### src/osr_pkg.sv
// Behaviour
// - A 128-byte security area; locations 0 to 63 are user one-time programmable.
// - Locations 64 to 127 hold a fixed factory value no command alters.
// - Program needs no erase and covers the whole 64-byte user region at once.
// - After any program of the user region, every later program is refused.
// - Program is opcode 9Bh followed by three address bytes.
// - Address bits 23 down to 6 are ignored by the program command.
// - Data bytes land in the buffer at positions following the start address.
// - Data past the end of the user region wraps back to location zero.
// - With more than 64 data bytes only the last 64 are kept.
// - Chip-select rise starts a self-timed write of the buffered bytes.
// - User locations that received no data stay at FFh.
// - Abort unless full address, one whole data byte and aligned select rise.
// - Any program abort clears the write enable latch.
// - Status reads report busy while the program operation runs.
// - Write enable latch clears before the program operation completes.
// - Program uses the shared 256-byte buffer, overwriting earlier contents.
// - Read is opcode 77h, three address bytes, two dummy bytes, then data.
// - Read past 7Fh wraps to 000000h with no delay.
// - Select rise ends a read at any bit; serial output goes high impedance.
// - Write enable is 06h; latch sets at a byte-aligned select rise.
// - Status read is 05h, repeats status bytes; bit 0 is busy.
package osr_pkg;
    localparam logic [7:0] OP_WREN = 8'h06;
    localparam logic [7:0] OP_RDSR = 8'h05;
    localparam logic [7:0] OP_PROG = 8'h9B;
    localparam logic [7:0] OP_READ = 8'h77;
    localparam int AREA_BYTES = 128;
    localparam int USER_BYTES = 64;
    localparam int BUF_BYTES = 256;
    localparam logic [7:0] ERASED = 8'hFF;
    localparam int ADDR_BYTES = 3;
    localparam int DUMMY_BYTES = 2;
    localparam int SR_BUSY_BIT = 0;
    localparam int SR_WEL_BIT = 1;
    localparam int CLK_PERIOD_NS = 5;
    localparam int OTP_PROGRAM_TIME_US = 500;
    localparam int PROG_CYCLES = (OTP_PROGRAM_TIME_US * 1000) / CLK_PERIOD_NS;
    localparam int WEL_CLEAR_CYCLE = 1;
    typedef enum {ST_OPCODE, ST_ADDR, ST_DUMMY, ST_DATA, ST_IGNORE} osr_phase_t;
endpackage

### src/osr_link_if.sv
interface osr_link_if;
    logic sckRise;
    logic sckFall;
    logic csActive;
    logic csRise;
    logic mosi;
    modport pins (output sckRise, output sckFall, output csActive, output csRise, output mosi);
    modport core (input sckRise, input sckFall, input csActive, input csRise, input mosi);
endinterface

### src/osr_otp_access.sv
module osr_otp_access #(
    parameter int PROG_CYCLES = osr_pkg::PROG_CYCLES,
    parameter logic [511:0] FACTORY_VALUE = {64{8'hA5}} // Arbitrary value
) (
    // Clock and reset
    input wire logic clk,
    input wire logic rst_b,
    // Serial pins
    input wire logic sck,
    input wire logic csN,
    input wire logic mosi,
    output logic misoOut,
    output logic misoOe,
    // Status view
    output logic writeEnableLatch,
    output logic readyBusyFlag,
    output logic userLocked
);
    osr_link_if link ();
    logic progStart;
    logic progBusy;
    logic progDone;

    osr_pin_sync u_sync (
        .clk(clk),
        .rst_b(rst_b),
        .sck(sck),
        .csN(csN),
        .mosiPin(mosi),
        .link(link.pins)
    );

    osr_prog_timer #(.CYCLES(PROG_CYCLES)) u_timer (
        .clk(clk),
        .rst_b(rst_b),
        .start(progStart),
        .busy(progBusy),
        .done(progDone)
    );

    // ==========================================================
    // Storage
    // Power-up values model nonvolatile cells, so reset leaves them alone
    logic [7:0] userMem_q [osr_pkg::USER_BYTES] = '{default: osr_pkg::ERASED};
    logic [7:0] buf_q [osr_pkg::BUF_BYTES];
    logic [osr_pkg::USER_BYTES-1:0] bufValid_q;
    logic [osr_pkg::USER_BYTES-1:0] commitMask_q;
    logic locked_q = 1'b0;
    logic wel_q;

    // ==========================================================
    // Command decoder
    osr_pkg::osr_phase_t phase_q;
    logic [7:0] opcode_q;
    logic [7:0] shiftIn_q;
    logic [2:0] bitCnt_q;
    logic [1:0] byteCnt_q;
    logic [23:0] addr_q;
    logic [5:0] wrPtr_q;
    logic gotData_q;
    logic [6:0] rdPtr_q;
    logic [7:0] shiftOut_q;
    logic outBits_q;
    logic [7:0] rxByte;
    logic byteDone;
    logic aligned;
    logic progOk;
    logic progAbort;
    logic [7:0] statusByte;

    assign rxByte = {shiftIn_q[6:0], link.mosi};
    assign byteDone = link.sckRise && (bitCnt_q == 3'h7);
    assign aligned = (bitCnt_q == 3'h0);
    assign progOk = (opcode_q == osr_pkg::OP_PROG) && (phase_q == osr_pkg::ST_DATA)
        && gotData_q && aligned && wel_q && !locked_q && !progBusy;
    assign progAbort = link.csRise && (opcode_q == osr_pkg::OP_PROG) && !progOk;
    assign progStart = link.csRise && progOk;

    // Status is rebuilt every cycle so each repeated byte shows fresh busy
    always_comb begin
        statusByte = 8'h00;
        statusByte[osr_pkg::SR_BUSY_BIT] = progBusy;
        statusByte[osr_pkg::SR_WEL_BIT] = wel_q;
    end

    always_ff @(posedge clk or negedge rst_b) begin
        if (!rst_b) begin
            bitCnt_q <= 3'h0;
            shiftIn_q <= 8'h00;
        end else if (!link.csActive) begin
            bitCnt_q <= 3'h0;
        end else if (link.sckRise) begin
            bitCnt_q <= bitCnt_q + 3'h1;
            shiftIn_q <= rxByte;
        end
    end

    always_ff @(posedge clk or negedge rst_b) begin
        if (!rst_b) begin
            phase_q <= osr_pkg::ST_OPCODE;
            opcode_q <= 8'h00;
            byteCnt_q <= 2'h0;
            addr_q <= 24'h000000;
            gotData_q <= 1'b0;
        end else if (!link.csActive) begin
            phase_q <= osr_pkg::ST_OPCODE;
            opcode_q <= 8'h00;
            byteCnt_q <= 2'h0;
            gotData_q <= 1'b0;
        end else if (byteDone) begin
            case (phase_q)
                osr_pkg::ST_OPCODE: begin
                    opcode_q <= rxByte;
                    byteCnt_q <= 2'h0;
                    if (rxByte == osr_pkg::OP_PROG || rxByte == osr_pkg::OP_READ) begin
                        phase_q <= osr_pkg::ST_ADDR;
                    end else begin
                        phase_q <= osr_pkg::ST_IGNORE;
                    end
                end
                osr_pkg::ST_ADDR: begin
                    addr_q <= {addr_q[15:0], rxByte};
                    byteCnt_q <= byteCnt_q + 2'h1;
                    if (byteCnt_q == 2'(osr_pkg::ADDR_BYTES - 1)) begin
                        byteCnt_q <= 2'h0;
                        phase_q <= (opcode_q == osr_pkg::OP_READ) ? osr_pkg::ST_DUMMY
                            : osr_pkg::ST_DATA;
                    end
                end
                osr_pkg::ST_DUMMY: begin
                    byteCnt_q <= byteCnt_q + 2'h1;
                    if (byteCnt_q == 2'(osr_pkg::DUMMY_BYTES - 1)) begin
                        phase_q <= osr_pkg::ST_DATA;
                    end
                end
                osr_pkg::ST_DATA: begin
                    gotData_q <= 1'b1;
                end
                osr_pkg::ST_IGNORE: begin
                    phase_q <= osr_pkg::ST_IGNORE;
                end
                default: begin
                    phase_q <= osr_pkg::ST_IGNORE;
                end
            endcase
        end
    end

    // ==========================================================
    // Program buffer
    // Whole 256-byte buffer cleared, only low 64 entries reach the array
    always_ff @(posedge clk) begin
        if (link.csActive && byteDone && phase_q == osr_pkg::ST_ADDR
                && byteCnt_q == 2'(osr_pkg::ADDR_BYTES - 1) && opcode_q == osr_pkg::OP_PROG) begin
            for (int i = 0; i < osr_pkg::BUF_BYTES; i++) begin
                buf_q[i] <= osr_pkg::ERASED;
            end
        end else if (link.csActive && byteDone && phase_q == osr_pkg::ST_DATA
                && opcode_q == osr_pkg::OP_PROG) begin
            buf_q[wrPtr_q] <= rxByte;
        end
    end

    always_ff @(posedge clk or negedge rst_b) begin
        if (!rst_b) begin
            wrPtr_q <= 6'h00;
            bufValid_q <= '0;
        end else if (link.csActive && byteDone && opcode_q == osr_pkg::OP_PROG) begin
            if (phase_q == osr_pkg::ST_ADDR && byteCnt_q == 2'(osr_pkg::ADDR_BYTES - 1)) begin
                wrPtr_q <= rxByte[5:0];
                bufValid_q <= '0;
            end else if (phase_q == osr_pkg::ST_DATA) begin
                wrPtr_q <= wrPtr_q + 6'h01;
                bufValid_q[wrPtr_q] <= 1'b1;
            end
        end
    end

    // ==========================================================
    // Nonvolatile array and lock
    always_ff @(posedge clk or negedge rst_b) begin
        if (!rst_b) begin
            commitMask_q <= '0;
        end else if (progStart) begin
            commitMask_q <= bufValid_q;
        end
    end

    generate
        for (genvar g = 0; g < osr_pkg::USER_BYTES; g++) begin : gUser
            always_ff @(posedge clk) begin
                if (progDone && commitMask_q[g]) begin
                    userMem_q[g] <= buf_q[g];
                end
            end
        end
    endgenerate

    always_ff @(posedge clk) begin
        if (progStart) begin
            locked_q <= 1'b1;
        end
    end

    // ==========================================================
    // Write enable latch
    always_ff @(posedge clk or negedge rst_b) begin
        if (!rst_b) begin
            wel_q <= 1'b0;
        end else if (progAbort) begin
            wel_q <= 1'b0;
        end else if (progStart) begin
            wel_q <= 1'b0;
        end else if (link.csRise && opcode_q == osr_pkg::OP_WREN && aligned
                && phase_q == osr_pkg::ST_IGNORE) begin
            wel_q <= 1'b1;
        end
    end

    // ==========================================================
    // Serial output
    function automatic logic [7:0] areaByte(input logic [6:0] a);
        areaByte = a[6] ? FACTORY_VALUE[8*a[5:0] +: 8] : userMem_q[a[5:0]];
    endfunction

    always_ff @(posedge clk or negedge rst_b) begin
        if (!rst_b) begin
            rdPtr_q <= 7'h00;
            shiftOut_q <= 8'h00;
            outBits_q <= 1'b0;
        end else if (!link.csActive) begin
            outBits_q <= 1'b0;
        end else if (byteDone && phase_q == osr_pkg::ST_OPCODE && rxByte == osr_pkg::OP_RDSR) begin
            shiftOut_q <= statusByte;
            outBits_q <= 1'b1;
        end else if (byteDone && phase_q == osr_pkg::ST_DUMMY
                && byteCnt_q == 2'(osr_pkg::DUMMY_BYTES - 1)) begin
            shiftOut_q <= areaByte(addr_q[6:0]);
            rdPtr_q <= addr_q[6:0] + 7'h01;
            outBits_q <= 1'b1;
        end else if (byteDone && outBits_q) begin
            if (opcode_q == osr_pkg::OP_RDSR) begin
                shiftOut_q <= statusByte;
            end else begin
                shiftOut_q <= areaByte(rdPtr_q);
                rdPtr_q <= rdPtr_q + 7'h01;
            end
        end else if (link.sckRise && outBits_q) begin
            shiftOut_q <= {shiftOut_q[6:0], 1'b0};
        end
    end

    // Output updates on falling sck, first bit as soon as output turns on, so the host samples a settled bit
    always_ff @(posedge clk or negedge rst_b) begin
        if (!rst_b) begin
            misoOut <= 1'b0;
            misoOe <= 1'b0;
        end else if (!link.csActive || !outBits_q) begin
            misoOe <= 1'b0;
        end else if (link.sckFall || !misoOe) begin
            misoOut <= shiftOut_q[7];
            misoOe <= 1'b1;
        end
    end

    always_ff @(posedge clk or negedge rst_b) begin
        if (!rst_b) begin
            writeEnableLatch <= 1'b0;
            readyBusyFlag <= 1'b0;
            userLocked <= 1'b0;
        end else begin
            writeEnableLatch <= wel_q;
            readyBusyFlag <= progBusy;
            userLocked <= locked_q;
        end
    end
endmodule

### src/osr_pin_sync.sv
module osr_pin_sync (
    // Clock and reset
    input wire logic clk,
    input wire logic rst_b,
    // Raw pins
    input wire logic sck,
    input wire logic csN,
    input wire logic mosiPin,
    // Conditioned link
    osr_link_if.pins link
);
    logic [1:0] sckS_q;
    logic [1:0] csS_q;
    logic [1:0] mosiS_q;
    logic sckOld_q;
    logic csOld_q;

    // Second stage drives the link outputs and also feeds the edge-detect registers
    always_ff @(posedge clk or negedge rst_b) begin
        if (!rst_b) begin
            sckS_q <= 2'h0;
            csS_q <= 2'h3;
            mosiS_q <= 2'h0;
            sckOld_q <= 1'b0;
            csOld_q <= 1'b1;
        end else begin
            sckS_q <= {sckS_q[0], sck};
            csS_q <= {csS_q[0], csN};
            mosiS_q <= {mosiS_q[0], mosiPin};
            sckOld_q <= sckS_q[1];
            csOld_q <= csS_q[1];
        end
    end

    assign link.sckRise = sckS_q[1] & ~sckOld_q & ~csS_q[1];
    assign link.sckFall = ~sckS_q[1] & sckOld_q & ~csS_q[1];
    assign link.csActive = ~csS_q[1];
    assign link.csRise = csS_q[1] & ~csOld_q;
    assign link.mosi = mosiS_q[1];
endmodule

### src/osr_prog_timer.sv
module osr_prog_timer #(
    parameter int CYCLES = osr_pkg::PROG_CYCLES
) (
    // Clock and reset
    input wire logic clk,
    input wire logic rst_b,
    // Control
    input wire logic start,
    output logic busy,
    output logic done
);
    localparam int CW = $clog2(CYCLES + 1);
    logic [CW-1:0] count_q;

    initial begin
        if (CYCLES < 2) $error("CYCLES must be at least 2");
    end

    always_ff @(posedge clk or negedge rst_b) begin
        if (!rst_b) begin
            count_q <= '0;
        end else if (start) begin
            count_q <= CW'(CYCLES);
        end else if (count_q != '0) begin
            count_q <= count_q - 1'b1;
        end
    end

    assign busy = (count_q != '0);
    assign done = (count_q == CW'(1));
endmodule

### config.mk
export PLATFORM = sky130hd
export DESIGN_NAME = osr_otp_access
export DESIGN_NICKNAME = d
export VERILOG_FILES = /design/src/osr_pkg.sv /design/src/osr_link_if.sv /design/src/osr_otp_access.sv /design/src/osr_pin_sync.sv /design/src/osr_prog_timer.sv
export SDC_FILE = /design/constraint.sdc
export NUM_CORES = 2
export LEC_CHECK = 0
export ABC_AREA = 1
export BUFFER_PORTS_ARGS = -buffer_cell sky130_fd_sc_hd__buf_2
export CORE_ASPECT_RATIO = 0.7
export CORE_MARGIN = 3
export CORE_UTILIZATION = 32
export CTS_CLUSTER_DIAMETER = 50
export DETAILED_ROUTE_END_ITERATION = 6
export GPL_ROUTABILITY_DRIVEN = 0
export PLACE_DENSITY_LB_ADDON = 0.25
export RECOVER_POWER = 50
export SYNTH_ARGS = -nofsm -noshare
export SYNTH_HDL_FRONTEND = slang
export SYNTH_SLANG_ARGS = --single-unit
### constraint.sdc
create_clock -name clk -period 2.6 [get_ports clk]
set_clock_uncertainty 0.1 [all_clocks]
set_input_delay 0.52 -clock clk [delete_from_list [all_inputs] [get_ports clk]]
set_output_delay 0.52 -clock clk [all_outputs]
set_load 0.02 [all_outputs]
# After elaboration in Yosys (flattened, before gate mapping)
# Index checks and enable logic that the tools add are counted.
# classes
n_bitwise	11
mux	34
n_shift	2
eq_ne	19
reduce_logical	37
n_addsub	5
# op_table
operator	n
$shiftx 512x10->8 const A	2
$mux 32	4
$pmux 32 s4	1
$mux 8	10
$eq 32x2->1 const B	2
$logic_not 32->1	2
$eq 32x1->1 const B	1
$eq 32x3->1 const B	1
$eq 32x4->1 const B	1
$eq 8x3->1 const B	3
$mux 7	3
$mux 17	1
$reduce_bool 17->1	1
$sub 17x1->17 const B	1
$eq 8x7->1 const B	2
$eq 8x8->1 const B	2
$add 7x1->7 const B	2
$logic_and 1x1->1	11
$reduce_and 2->1	5
$reduce_bool 2->1	5
$mux 3	3
$mux 1	8
$reduce_and 4->1	2
$reduce_bool 4->1	2
17 further kinds	33
# word_totals
out_inout_bits	5
elab_cells	129
inputBits	5
reg_bits	106

# Logic depth before layout (Yosys ltp)
# logic_depth
depth_word	9
mapped_depth	15

# Modules after synthesis
# From an unflattened synthesis, not the netlist that was laid out.
# hier_totals
hier_cells	504
area_unflattened_um2	4055.1
# modules_own_cells
mod	cells_per_inst	seq_area_each_um2	area_each_um2	n_inst
osr_otp_access	334	1301.2	2730.1	1
osr_prog_timer	155	425.4	1089.8	1
osr_pin_sync	15	203.9	235.2	1

# Worst setup path after synthesis
# Ideal clock, no wire load.
# synth_timing
path_kind	reg2reg
startpoint	reg bitCnt_q[0]
endpoint	reg rdPtr_q[6]
arrival_time_ps	1830
required_time_ps	2383
setup_time_ps	117
setup_slack_ps	553
synth_period_minus_slack_ps	2047
path_stages_with_launch	15
n_path_buf	1
cell_sequence	dfrtp_1 > ha_1 > ha_1 > inv_1 > nor2_8 > nand2_4 > buf_6 > nand2_2 > nand2_2 > ha_1 > nand3_1 > nor2_2 > nand3_1 > nand3_1 > nand2_1
# synth_between
elab_chain_len	6
# synth_lines
item	line	source
from (decl)	osr_otp_access.sv:56	logic [2:0] bitCnt_q;
from (signal assigned)	osr_otp_access.sv:93	bitCnt_q <= bitCnt_q + 3'h1;
$eq 3x3->1 *	osr_otp_access.sv:72	assign byteDone = link.sckRise && (bitCnt_q == 3'h7);
$logic_and 1x1->1 *	osr_otp_access.sv:72	
$logic_and 1x1->1, on equally long branches	osr_otp_access.sv:236, osr_otp_access.sv:233	
$logic_and 1x1->1, on equally long branches	osr_otp_access.sv:237, osr_otp_access.sv:233	
$ne 2x2->1 (no source line) (tied with other cells)	--	
$reduce_and 4->1 (no source line)	--	
to (signal assigned)	osr_otp_access.sv:239	rdPtr_q <= addr_q[6:0] + 7'h01;
to (signal assigned)	osr_otp_access.sv:246	rdPtr_q <= rdPtr_q + 7'h01;
to (decl)	osr_otp_access.sv:61	logic [6:0] rdPtr_q;
# Mark *: on every way between the ends. The rest lies on a longest branch, timed or not.
# A chain may end at the register's enable or synchronous reset.

# Worst setup path in the final report
# layout_timing
startpoint	reg u_sync.csS_q[1]
endpoint	reg rdPtr_q[3]
# layout_between
elab_chain_len	7
# layout_lines
item	line	source
from (decl)	osr_pin_sync.sv:13	logic [1:0] csS_q;
from (signal assigned)	osr_pin_sync.sv:28	csS_q <= {csS_q[0], csN};
$not 1->1 (no source line) *	--	
$and 1x1->1	osr_pin_sync.sv:35	assign link.sckRise = sckS_q[1] & ~sckOld_q & ~csS_q[1];
$logic_and 1x1->1	osr_otp_access.sv:72	
$logic_and 1x1->1, on equally long branches	osr_otp_access.sv:236, osr_otp_access.sv:233	
$logic_and 1x1->1, on equally long branches	osr_otp_access.sv:237, osr_otp_access.sv:233	
$ne 2x2->1 (no source line) (tied with other cells)	--	
$reduce_and 4->1 (no source line)	--	
# Marks and branches as above.

==> metrics <==
fin. max-slew vios=0; Clock Pin Slew Worst Setup and Hold Paths=0.07 ns; Num CTS Buffers=9; Pwr Total=2.655 mW; Overflow after GRT=0; Synth Register Bits=77; adder-cell share of the synthesized area=2.532%; Synth Area in Compound Gates=8.927%; Seq/Total Area, Yosys=48.84%; area growth from synthesis to layout=13.01%; filler instances=1229; CP cell instances=inv_4 > nand3_4 > nor2_8 > nand2_4 > buf_4 > nand2_1 > nand2_1 > nand2_1 > nor2_1 > nand2_1 > nand3_1 > o21ai_1; setup slack at placement=0.4442 ns; CTS root buf=clkbuf_16; crit start category=register; highest clock rate=0.4572 GHz; Die Area=13740 um2; vias per cell=4.744; number of DRC markers in iteration 0=211; die height=98.99 um; most used cell, CP=nand2_1; Via Count=3112; largest family of logic cells by synthesized area=simple AND/OR/NAND/NOR gates; antenna violations before repair=0; P per Cell Area=594.4 nW/um2; Critical-path top delay cell=dfstp_1; Post-CTS Hold Fix Bufs=0; wire per inst=13.27 um; Period minus WS final=2.187 ns; Arr. time, crit path=2.31 ns; simple-gate share of the synthesized area=29.44%; post-route setup slack=0.4130 ns; CP max stage delay=0.61 ns; final instance area=4467 um2; final worst path period share=84.12%; cells after synthesis=476; critical path required time=2.72 ns; drt drc=0; critical path class=register to register; Netlist cell types=40; Port Buffer Count=9; Total Nets Final=507; register-to-register setup slack=0.41 ns; Clk Latency, worst-skew pair=0.34 ns; CORE AREA=11890 um2; Mapped Avg Cell Area=8.304 um2; Rel. slew slack=29.81%; outcome=finished, final reports clean; WL final=8708 um; Num Clock Sinks=77; Yosys warning total=0; Post-DP Area=4195 um2; largest net degree at the start of global routing=41; H-tree depth=3; setup TNS=0 ns; CP bufs+invs=2; XOR/XNOR Fraction of Synth Area=1.994%; RSZ-0062 raised after global routing=false; cell row count=33; Final ANT Viol Nets=0; DRT Pass-1 Iters=5; Post-CTS Resized=0; proportion of synthesized area in mux cells=0%; max-cap violation count=0; total track usage=13.90%; slew of the pin with the lowest slew margin=1.053 ns; vias in the first global route=3092; I/O pin cnt=10; Leak=2.367 nW; final setup vio count=0; Diodes inserted=0; first-pass GRT wire length=15350 um; post-DP HPWL=6223 um; Peak supply drop=0.3690 mV; die width=138.8 um; postcts setup bufs=0; layout cell share with drive strength beyond 1=12.42%; min-delay worst type=primary input to register; Final Hold Vio Count=0; CP delay by family, top=simple AND/OR/NAND/NOR gates; crit end category=register; syn_nets=489; Initial Utilization=33.24%; TritonCTS clock tree=done; Crit Path Max Fanout=20; Mapped Area=3953 um2; maximum root-to-sink buffer count=2
final timing paths:
| path | end | depth (start not counted) | start |
|---|---|---|---|
| max | rdPtr_q[3] | 12 | u_sync.csS_q[1] |
| min | u_sync.csS_q[0] | 1 | csN |
| max reg2reg | rdPtr_q[3] | 12 | u_sync.csS_q[1] |
| min reg2reg | u_sync.sckS_q[1] | 0 | u_sync.sckS_q[0] |
| max in group asynchronous | rdPtr_q[6] | 2 | rst_b |
| min in group asynchronous | addr_q[2] | 1 | rst_b |
synthesized netlist by cell type (all sizes together):
library cell	count	share of area (%)
a21oi	11	1.7
a22o	1	0.22
a31oi	1	0.16
buf	5	1.0
clkbuf	1	0.095
conb	1	0.095
dfrtp	74	47
dfstp	3	2.0
ha	8	2.5
inv	73	7.1
nand2	121	13
nand3	41	6.4
nand3b	3	0.57
nand4	10	1.6
nor2	47	5.7
nor3	8	1.3
nor4	4	0.63
o21a	1	0.19
o21ai	41	5.2
o22ai	7	1.1
o31ai	2	0.38
or2	2	0.32
or3	2	0.32
xnor2	4	0.89
xor2	5	1.1
worst register-to-register path: stages (launching register included):
cell     delay [ns]
dfstp_1        0.61
inv_4          0.09
nand3_4        0.22
nor2_8         0.10
nand2_4        0.08
buf_4          0.25
nand2_1        0.08
nand2_1        0.14
nand2_1        0.07
nor2_1         0.13
nand2_1        0.07
nand3_1        0.07
o21ai_1        0.06
layout make-up:
| type | count | area [um2] | area share (%) |
|---|---|---|---|
| repair buffers | 13 | 68.82 | 1.541 |
| flip-flops and latches | 77 | 1931 | 43.22 |
| multi-input cells | 320 | 1699 | 38.04 |
| well taps | 157 | 196.4 | 4.398 |
| clock inverters | 6 | 53.80 | 1.204 |
| inverters | 73 | 279.0 | 6.247 |
| clock buffers | 10 | 239.0 | 5.350 |
cell families (layout without fill, tap and decap cells):
| group | after synthesis | in the layout |
|---|---|---|
| simple gates | 238 | 238 |
| flops | 77 | 77 |
| other cells | 1 | 1 |
| buf+inv | 79 | 102 |
| fa+ha+maj | 8 | 8 |
| xor+xnor | 9 | 9 |
| compound gates | 64 | 64 |
stage by stage:
step	hold slack [ns]	cells	utilization [%]
4_1_cts	0.08436	656	37.74
2_1_floorplan	0.1244	476	-
3_3_place_gp	0.2344	640	35.28
3_5_place_dp	0.2393	640	35.28
6_report	0.1732	656	37.56
5_1_grt	0.1529	656	37.56
placed cells by master, fill, tap and decap left out, types with 2 or more instances in the layout:
| master | count |
|---|---|
| nor2_1 | 42 |
| o21ai_1 | 3 |
| nand3_2 | 2 |
| nor2_4 | 2 |
| o21ai_0 | 38 |
| dfrtp_1 | 74 |
| dfstp_2 | 2 |
| nor3_1 | 6 |
| inv_6 | 2 |
| ha_1 | 8 |
| inv_2 | 6 |
| inv_4 | 2 |
| nor4_1 | 4 |
| nand2_4 | 4 |
| nand2_1 | 111 |
| clkinv_4 | 2 |
| clkbuf_2 | 2 |
| nand2_2 | 6 |
| nand3b_1 | 3 |
| buf_2 | 8 |
| nand3_4 | 3 |
| clkbuf_16 | 9 |
| o31ai_1 | 2 |
| xor2_1 | 5 |
| a21oi_1 | 10 |
| nor2_8 | 2 |
| inv_1 | 65 |
| nor3_2 | 2 |
| o22ai_1 | 7 |
| nand3_1 | 36 |
| buf_4 | 2 |
| nand4_1 | 10 |
| xnor2_1 | 4 |
| or3_1 | 2 |
flip-flops by register name (all words and copies together), names as in the netlist, 2 cells and up:
| name | count |
|---|---|
| addr_q | 7 |
| byteCnt_q | 2 |
| phase_q | 3 |
| bitCnt_q | 3 |
| rdPtr_q | 7 |
| u_sync.csS_q | 2 |
| u_timer.count_q | 17 |
| u_sync.mosiS_q | 2 |
| shiftIn_q | 7 |
| u_sync.sckS_q | 2 |
| opcode_q | 8 |
| shiftOut_q | 8 |
power breakdown:
group / leakage (nW) / switching (mW) / internal [mW]
Combinational: 1.18 / 0.121 / 0.0365
Clock: 0.142 / 0.545 / 0.690
Sequential: 1.04 / 0.0289 / 1.23
Total: 2.37 / 0.696 / 1.96
metal layers:
layer	global-route usage [%]	part of all wire (%)
met1	20.74	55
met2	19.69	41
met3	4.025	3.5
met4	3.609	1.1
met5	0	0
No activity file was read; power rests on OpenSTA's default activity.
